--- config.mk ---
export PLATFORM = sky130hd
export DESIGN_NAME = rdsg_gate
export DESIGN_NICKNAME = d
export VERILOG_FILES = /design/src/hdl/rdsg_rom_decode.v /design/src/hdl/rdsg_gate.v
export VERILOG_INCLUDE_DIRS = /design/src /design/src/hdl
export SDC_FILE = /design/constraint.sdc
export NUM_CORES = 1
export LEC_CHECK = 0
export BUFFER_PORTS_ARGS = -buffer_cell sky130_fd_sc_hd__buf_2
export CORE_AREA = 4 4 100 102
export DETAILED_ROUTE_END_ITERATION = 7
export DIE_AREA = 0 0 104 106
export PLACE_DENSITY_LB_ADDON = 0.3
export SETUP_SLACK_MARGIN = 0.02
export SLEW_MARGIN = 20
export SYNTH_ARGS = -nofsm -noshare
export SYNTH_HDL_FRONTEND = slang
export SYNTH_SLANG_ARGS = --single-unit
export TNS_END_PERCENT = 10
--- constraint.sdc ---
create_clock -name i_clock -period 1.4 [get_ports i_clock]
set_clock_uncertainty 0.1 [all_clocks]
set_input_delay 0.07 -clock i_clock [delete_from_list [all_inputs] [get_ports i_clock]]
set_output_delay 0.07 -clock i_clock [all_outputs]
set_load 0.01 [all_outputs]
--- src/hdl/rdsg_consts.vh ---
// Constants for the ROM and debug security gate.
`ifndef RDSG_CONSTS_VH
`define RDSG_CONSTS_VH
// ==========================================================================
// Address map
`define RDSG_ROM_BASE 32'hbfc0_0000
`define RDSG_ROM_AREA_BITS 19
`define RDSG_AREA_COUNT 4
`define RDSG_ROM_SIZE 32'h0020_0000
`define RDSG_DENY_READ_DATA 32'h0000_0098
// ==========================================================================
// Master codes
`define RDSG_MST_CPU 3'h0
`define RDSG_MST_DMA 3'h1
`define RDSG_MST_DBG 3'h2
`define RDSG_MST_BOOT 3'h3
`define RDSG_MST_WRITER 3'h4
`define RDSG_MST_PROBE 3'h5
// ==========================================================================
// Flash command codes
`define RDSG_CMD_NONE 3'h0
`define RDSG_CMD_WRITE 3'h1
`define RDSG_CMD_ERASE 3'h2
`define RDSG_CMD_PROT_CLR 3'h3
`define RDSG_CMD_SEC_CLR 3'h4
`define RDSG_CMD_OTHER 3'h5
// ==========================================================================
// Reset values
`define RDSG_GUARD_RESET 1'h0
`define RDSG_PROTECT_RESET 4'h0
`endif

--- src/hdl/rdsg_rom_decode.v ---
// Address classifier: ROM membership and 512 kB area index.
`timescale 1ns/10ps
`include "rdsg_consts.vh"

module rdsg_rom_decode (
  // Address in
  input wire [31:0] i_addr,
  // Classification out
  output wire o_in_rom,
  output wire [1:0] o_area
);

  wire [31:0] offset;

  assign offset = i_addr - `RDSG_ROM_BASE;
  assign o_in_rom = (i_addr >= `RDSG_ROM_BASE) && (offset < `RDSG_ROM_SIZE);
  assign o_area = offset[`RDSG_ROM_AREA_BITS+1:`RDSG_ROM_AREA_BITS];

endmodule

--- src/hdl/rdsg_gate.v ---
// ROM, flash and debug-probe security gate between bus masters and flash.
`timescale 1ns/10ps
`include "rdsg_consts.vh"

// Function
// - Refuse write and erase to protected areas.
// - Secured flash denies reads from outside flash.
// - Secured flash ignores ordinary flash commands.
// - ROM and probe security need flash security.
// - Protection erase when secured wipes flash.
// - Block ROM data access from outside ROM.
// - Block DMA transfers out of ROM.
// - Block debug port ROM data access.
// - Block boot and writer ROM data access.
// - Guard registers refuse outside-ROM instructions.
// - Limit command sequences per mode.
// - Allow ROM loads from ROM instructions.
// - Allow loads outside ROM from anywhere.
// - Allow branches into ROM from anywhere.
// - Keep trace and breakpoints for debug.
// - Correction-substituted code counts as outside ROM.
// - Probe security blocks debug probe reads.
// - Outside-ROM DMA config write raises bus error.
module rdsg_gate (
  // Clock and reset
  input wire i_clock,
  input wire i_sys_rst,
  // Mode
  input wire i_writer_mode,
  // Access request from a bus master
  input wire i_req,
  input wire [2:0] i_master,
  input wire i_write,
  input wire i_fetch,
  input wire [31:0] i_addr,
  input wire [31:0] i_pc,
  input wire i_pc_substituted,
  input wire [31:0] i_wdata,
  // Flash command request
  input wire i_cmd_req,
  input wire [2:0] i_cmd,
  // Guard register writes
  input wire i_guard_one_wr,
  input wire i_guard_two_wr,
  input wire i_guard_wdata,
  // DMA configuration register write
  input wire i_dma_cfg_wr,
  // Flash side
  input wire [3:0] i_area_protect_bits,
  input wire [31:0] i_flash_rdata,
  input wire i_flash_ready,
  // Debug trace and breakpoint request
  input wire i_trace_req,
  // Flash access out
  output wire o_flash_req,
  output wire o_flash_write,
  output wire [31:0] o_flash_addr,
  output wire [31:0] o_flash_wdata,
  // Flash command out
  output wire o_cmd_req,
  output wire [2:0] o_cmd,
  output reg o_chip_wipe,
  // Answers
  output wire o_ack,
  output reg [31:0] o_rdata,
  output reg o_denied,
  output reg o_bus_error,
  output wire o_dma_cfg_wr,
  output wire o_trace_ok,
  // Status
  output wire o_flash_secure,
  output wire o_rom_secure,
  output wire o_probe_secure,
  output wire o_rom_guard_reg_one,
  output wire o_rom_guard_reg_two
);

  // ==========================================================================
  // Input synchroniser for the pin-borne writer mode signal
  reg writer_meta;
  reg writer_mode;

  always @(posedge i_clock or posedge i_sys_rst) begin
    if (i_sys_rst) begin
      writer_meta <= 1'h0;
      writer_mode <= 1'h0;
    end else begin
      writer_meta <= i_writer_mode;
      writer_mode <= writer_meta;
    end
  end

  // ==========================================================================
  // Address classification
  wire addr_in_rom;
  wire [1:0] addr_area;
  wire pc_raw_in_rom;

  rdsg_rom_decode u_addr_dec (
    .i_addr(i_addr),
    .o_in_rom(addr_in_rom),
    .o_area(addr_area)
  );

  rdsg_rom_decode u_pc_dec (
    .i_addr(i_pc),
    .o_in_rom(pc_raw_in_rom),
    .o_area()
  );

  // Only membership matters for the PC, so its area index is left open.

  // Substituted code is outside.
  // The PC points into ROM but the opcode came from RAM, so it gets no trust.
  wire pc_in_rom;
  assign pc_in_rom = pc_raw_in_rom && !i_pc_substituted && (i_master == `RDSG_MST_CPU);

  // ==========================================================================
  // Security state
  reg rom_guard_reg_one;
  reg rom_guard_reg_two;
  wire flash_secure;
  wire rom_secure;
  wire probe_secure;

  assign flash_secure = &i_area_protect_bits;
  assign rom_secure = flash_secure && rom_guard_reg_one;
  assign probe_secure = flash_secure && rom_guard_reg_two;

  // ==========================================================================
  // Access decision
  reg allow;

  always @* begin
    allow = 1'b1;
    if (addr_in_rom && !i_fetch) begin
      if (i_write && i_area_protect_bits[addr_area]) begin
        allow = 1'b0;
      end
      if (flash_secure && !pc_in_rom) begin
        allow = 1'b0;
      end
      if (rom_secure) begin
        if (!pc_in_rom) begin
          allow = 1'b0;
        end
        if (i_master == `RDSG_MST_DMA) begin
          allow = 1'b0;
        end
        if (i_master == `RDSG_MST_DBG) begin
          allow = 1'b0;
        end
        if ((i_master == `RDSG_MST_BOOT) || (i_master == `RDSG_MST_WRITER)) begin
          allow = 1'b0;
        end
        if (pc_in_rom && !i_write) begin
          allow = 1'b1;
        end
      end
      if (probe_secure && (i_master == `RDSG_MST_PROBE)) begin
        allow = 1'b0;
      end
    end
    // Non-ROM data always passes; fetches into ROM pass.
    if (!addr_in_rom || i_fetch) begin
      allow = 1'b1;
    end
  end

  assign o_flash_req = i_req && allow;
  assign o_flash_write = i_write;
  assign o_flash_addr = i_addr;
  assign o_flash_wdata = i_wdata;
  assign o_ack = (i_req && !allow) || (o_flash_req && i_flash_ready);

  // Denied reads return a fixed pattern.
  always @(posedge i_clock or posedge i_sys_rst) begin
    if (i_sys_rst) begin
      o_rdata <= 32'h0000_0000;
      o_denied <= 1'h0;
    end else begin
      o_denied <= i_req && !allow;
      if (i_req && !allow) begin
        o_rdata <= `RDSG_DENY_READ_DATA;
      end else if (o_flash_req && i_flash_ready) begin
        o_rdata <= i_flash_rdata;
      end
    end
  end

  // ==========================================================================
  // Guard registers
  wire guard_ok;
  assign guard_ok = !rom_secure || pc_in_rom;

  always @(posedge i_clock or posedge i_sys_rst) begin
    if (i_sys_rst) begin
      rom_guard_reg_one <= `RDSG_GUARD_RESET;
      rom_guard_reg_two <= `RDSG_GUARD_RESET;
    end else begin
      if (i_guard_one_wr && guard_ok) begin
        rom_guard_reg_one <= i_guard_wdata;
      end
      if (i_guard_two_wr && (guard_ok && (!probe_secure || pc_in_rom))) begin
        rom_guard_reg_two <= i_guard_wdata;
      end
    end
  end

  // ==========================================================================
  // DMA configuration write filter
  wire dma_cfg_ok;
  assign dma_cfg_ok = !flash_secure || pc_in_rom;
  assign o_dma_cfg_wr = i_dma_cfg_wr && dma_cfg_ok;

  always @(posedge i_clock or posedge i_sys_rst) begin
    if (i_sys_rst) begin
      o_bus_error <= 1'h0;
    end else begin
      o_bus_error <= i_dma_cfg_wr && !dma_cfg_ok;
    end
  end

  // ==========================================================================
  // Flash command filter
  reg cmd_allow;
  reg next_wipe;
  wire cmd_is_clear;

  assign cmd_is_clear = (i_cmd == `RDSG_CMD_PROT_CLR) || (i_cmd == `RDSG_CMD_SEC_CLR);

  always @* begin
    cmd_allow = 1'b1;
    next_wipe = 1'b0;
    if (flash_secure && !cmd_is_clear) begin
      cmd_allow = 1'b0;
    end
    // Protected areas refuse write and erase.
    if (((i_cmd == `RDSG_CMD_WRITE) || (i_cmd == `RDSG_CMD_ERASE))
        && addr_in_rom && i_area_protect_bits[addr_area]) begin
      cmd_allow = 1'b0;
    end
    if (rom_secure) begin
      if (writer_mode && !cmd_is_clear) begin
        cmd_allow = 1'b0;
      end
      // Single and boot mode refuse any ROM-addressed sequence, wherever the code runs.
      if (!writer_mode && addr_in_rom) begin
        cmd_allow = 1'b0;
      end
    end
    if (flash_secure && cmd_allow && (i_cmd == `RDSG_CMD_PROT_CLR)) begin
      next_wipe = 1'b1;
    end
  end

  assign o_cmd_req = i_cmd_req && cmd_allow;
  assign o_cmd = i_cmd;

  always @(posedge i_clock or posedge i_sys_rst) begin
    if (i_sys_rst) begin
      o_chip_wipe <= 1'h0;
    end else begin
      o_chip_wipe <= i_cmd_req && next_wipe;
    end
  end

  // ==========================================================================
  // Debug trace and status
  // Trace and breakpoints stay.
  assign o_trace_ok = i_trace_req;
  assign o_flash_secure = flash_secure;
  assign o_rom_secure = rom_secure;
  assign o_probe_secure = probe_secure;
  assign o_rom_guard_reg_one = rom_guard_reg_one;
  assign o_rom_guard_reg_two = rom_guard_reg_two;

endmodule

* After elaboration in Yosys (flattened, before gate mapping) *
Cells that the tools add are included.

word-level totals
  register bits after elaboration = 39

operators by class
  equal/unequal tests = 9
  $add $sub $neg = 2
  order comparisons = 5
  reduce and logical (&&, ||, !) cells = 51
  mux-type cells = 21

operator list
  cell                                                  count
  >= comparator 32 bit, second input constant           2
  < comparator 32 x 22 -> 1 bit, second input constant  2
  2-to-1 mux 32 bit                                     2
  subtractor 32 bit, second input constant              2
  logical AND 1 bit                                     28
  2-to-1 mux 1 bit                                      18
  == test 3 x 2 -> 1 bit, second input constant         4
  zero test 1 bit                                       12
  == test 3 bit, second input constant                  3
  logical OR 1 bit                                      8
  == test 3 x 1 -> 1 bit, second input constant         2
  AND reduction 4 bit                                   1
  zero test 3 bit                                       1
  < comparator 2 x 3 -> 1 bit, second input constant    1
  binary-select mux 1 bit (select 2 bit)                1
  nonzero test 2 bit                                    1

* Depth between registers and ports, before layout *
  depth in word-level cells = 21
  gate-level depth with buffers = 6
  depth with buffers taken out = 5

* By module *
From an unflattened synthesis, not the netlist that was laid out.

unflattened totals
  cells, all modules = 242
  area total of the unflattened synthesis = 2,581.2 um^2

by module, submodules not included
  module           seq. area each (um^2)  cells an instance  times used  area each (um^2)
  rdsg_gate        975.9                  230                1           2,486.1
  rdsg_rom_decode  0.0                    6                  2           47.5

* Least setup slack after synthesis *
Ideal clock, no wire load.

  path type = input port to output port
  start = input port i_pc[30]
  end = output port o_ack
  buffers on the path = 1
  stages on the path = 6
  arrival time = 1,401 ps
  setup slack = -171 ps
  path through = nand4b_1 -> or4_4 -> o31ai_4 -> a2111oi_4 -> buf_6 -> nand2b_4

on the way
  longest elaborated chain between the ends = 20

ends and longest elaborated chain
  element                                                      line                              RTL
  from (decl)                                                  rdsg_gate.v:36                    input wire [31:0] i_pc,
  subtractor 32 bit (no line)                                  -
  < comparator 32 x 22 -> 1 bit (no line)                      -
  logical AND 1 bit (*)                                        rdsg_rom_decode.v:16              assign o_in_rom = (i_addr >= `RDSG_ROM_BASE) && (offset < `RDSG_ROM_SIZE);
  logical AND 1 bit (*) (2 in a row)                           rdsg_gate.v:116                   assign pc_in_rom = pc_raw_in_rom && !i_pc_substituted && (i_master == `RDSG_MST_CPU);
  zero test 1 bit                                              -
  logical AND 1 bit                                            rdsg_gate.v:140                   if (flash_secure && !pc_in_rom) begin
  2-to-1 mux 1 bit                                             rdsg_gate.v:140
  2-to-1 mux 1 bit                                             rdsg_gate.v:144                   if (!pc_in_rom) begin
  [... 3 more ...]                                             -
  2-to-1 mux 1 bit                                             rdsg_gate.v:156                   if (pc_in_rom && !i_write) begin
  2-to-1 mux 1 bit (*)                                         rdsg_gate.v:143                   if (rom_secure) begin
  2-to-1 mux 1 bit (*)                                         rdsg_gate.v:160                   if (probe_secure && (i_master == `RDSG_MST_PROBE)) begin
  2-to-1 mux 1 bit (*)                                         rdsg_gate.v:136                   if (addr_in_rom && !i_fetch) begin
  2-to-1 mux 1 bit (*)                                         rdsg_gate.v:165                   if (!addr_in_rom || i_fetch) begin
  zero test 1 bit / logical AND 1 bit (equally long branches)  rdsg_gate.v:174, rdsg_gate.v:170
  logical AND 1 bit                                            rdsg_gate.v:174                   assign o_ack = (i_req && !allow) || (o_flash_req && i_flash_ready);
  logical OR 1 bit (*)                                         rdsg_gate.v:174
  to (decl)                                                    rdsg_gate.v:64                    output wire o_ack,

Every way passes the cells marked *; elsewhere a longest branch is shown, timed or not.

* Worst setup path after layout *
Same ends and word-level chain as after synthesis.

==> impl_metrics.tcl <==
set metrics [dict create \
    outcome "finished with violations" \
    violations "setup timing" \
    arrival_ps 1430 \
    grt_pass1_vias 2247 \
    maxCapViolations 0 \
    ys.flop_type "dfrtp_1" \
    cts_tree "built" \
    cellLeakagePower_nw 1.69 \
    worstPathRequired_ps 1230 \
    dpl.cell_count 439 \
    fin_crit_ps 1600 \
    wl_per_cell_um 14.1 \
    syn_area_per_cell_um2 9.03 \
    cts_buffer_depth 2 \
    seqCellArea_um2 976 \
    worst_setup_path_start_kind "primary input" \
    drv_slew 0 \
    dp_hpwl_um 5160 \
    layout_commonest_cell "buf_2" \
    synth-seq-area-share_pct 42.0 \
    ioPinCount 265 \
    rsz0062_at_grt "yes" \
    slew_headroom_pct 71.5 \
    setup_slack_ps -201 \
    htreeDepth 2 \
    place_ws_ps -390 \
    fill_cells 938 \
    multi_input_area_um2 843 \
    ir_drop_uv 362 \
    routed_wl_um 6940 \
    drc 0 \
    routabilityCongestion 0.713 \
    drive_gt1_share_pct 52.1 \
    core-area_mm2 0.00911 \
    hold_viol_final 0 \
    netlist_area_mm2 0.00232 \
    path_clk_slew_ps 70 \
    synth.distinct_cells 27 \
    fmax_mhz 625 \
    vias 2182 \
    p_per_area_mw_per_mm2 837 \
    synth_edf_count 0 \
    grt_remaining_overflow 0 \
    drt-initial-drc-count 66 \
    dieArea_mm2 0.0110 \
    cts_made_buffers 5 \
    end_kind "primary output" \
    dr.pass1.iters 4 \
    ys_ff_latch 39 \
    power.total_mw 2.84 \
    antenna_found_initial 0 \
    worst_pin_slew_ps 427 \
    synth_cells 257 \
    clk-insertion-delay-late_ps 280 \
    antennaDiodeCount 0 \
    crit_fanout 3 \
    syn-num-nets 409 \
    synth-warning-count 0 \
    fp-row-count 35 \
    final_cells 493 \
    vias_per_cell 4.43 \
    initial_core_util_pct 25.5 \
    track_usage_pct 12.3 \
    cts_sinks 39 \
    min_path_type "in2reg" \
    async_flop_share_pct 100 \
    nNetsFinal 533 \
    grt_max_degree 34 \
    final_cell_mix "buf_2 (135), dlygate4sd3_1 (41), dfrtp_1 (39)" \
    port_buffers 139 \
    chipWidth_um 104 \
    critPathKind "in2out" \
    area_growth_pct 46.4 \
    setup_viol 35 \
    ant_nets 0 \
    die_h_um 106 \
    clockRootBuffer "clkbuf_8" \
    period_share_pct 114 \
    grt_pass1_wl_um 11100 \
]
Yosys cell counts (2+ instances only):
library cell | number | area share, %
clkbuf_1 | 10 | 1.6
mux2i_1 | 3 | 1.3
nand4b_1 | 5 | 1.9
nand3_1 | 30 | 6.5
nor2_1 | 6 | 0.97
buf_6 | 3 | 1.5
inv_1 | 5 | 0.81
dfrtp_1 | 39 | 42
buf_4 | 69 | 22
o21ai_0 | 4 | 0.86
and2_1 | 2 | 0.54
nor3_1 | 2 | 0.43
a21oi_1 | 33 | 7.1
nand2_1 | 33 | 5.3
logic make-up (layout without fill, tap and decap cells):
logic type	Yosys count	after routing	synth area share, %
buf+inv	87	212	26.2
simple gates	84	84	17.9
mux	4	4	2.26
compound gates	42	42	11.2
flops	39	39	42.0
xor+xnor	1	1	0.377
layer usage:
layer  up-vias  GRT usage, %  part of all wire, %
met5         -             0                    0
met4         0          5.51                  3.0
met3        35          4.01                  9.1
met2       111          20.8                   49
met1       995          14.3                   39
li1       1041             -                    -
sequential cells by signal, indices dropped and copies added (netlist names):
register and cells:
o_chip_wipe 1, o_rom_guard_reg_one 1, o_denied 1, writer_mode 1
writer_meta 1, o_rdata 32, o_rom_guard_reg_two 1, o_bus_error 1
worst paths after layout:
check	startpoint	to	slack, ps	cells past startpoint
setup / recovery	i_pc[30]	o_ack	-200	8
hold / removal	i_cmd[2]	o_chip_wipe	10	3
setup reg to reg	o_rom_guard_reg_one	o_chip_wipe	350	5
hold reg to reg	writer_meta	writer_mode	260	0
max in group asynchronous	i_sys_rst	o_rdata[25]	500	4
min in group asynchronous	i_sys_rst	o_rdata[17]	230	3
worst max-delay path, cell delays in order:
cell	delay (ps)
buf_6	80
nand4b_1	150
or4_4	430
o31ai_4	190
buf_6	150
a2111oi_4	70
nand2b_4	160
buf_6	120
power by group:
part	total [mW]	internal (mW)	switching, mW
combinational	0.798	0.414	0.384
sequential	1.32	1.25	0.0650
clock	0.728	0.350	0.378
total	2.84	2.02	0.827
cell type report:
cell class              instances  area share [%]
repair buffers                199            39.4
flip-flops and latches         39            28.7
multi-input cells             131            24.8
well taps                     111            4.09
clock buffers                   7            2.25
inverters                       5           0.552
clock inverters                 1           0.147
per-stage QoR:
stage	setup TNS [ps]	hold slack, ps	instance area (um^2)	utilization (%)
2_1_floorplan	-4290	1.43	2320	-
3_3_place_gp	-13490	-2.96	2700	29.6
3_5_place_dp	-14200	5.50	2700	29.6
4_1_cts	-3940	3.40	3270	35.9
5_1_grt	-4380	5.74	3400	37.3
6_report	-2560	12.1	3400	37.3
what timing repair did:
action	in CTS	in global routing
resized for setup	17	29
endpoints found under the setup margin	38	39
pin swaps	5	4
hold buffers	41	0
endpoints found under the hold margin	53	0
buffers inserted	3	2
Power figures use the tool's default switching activity.
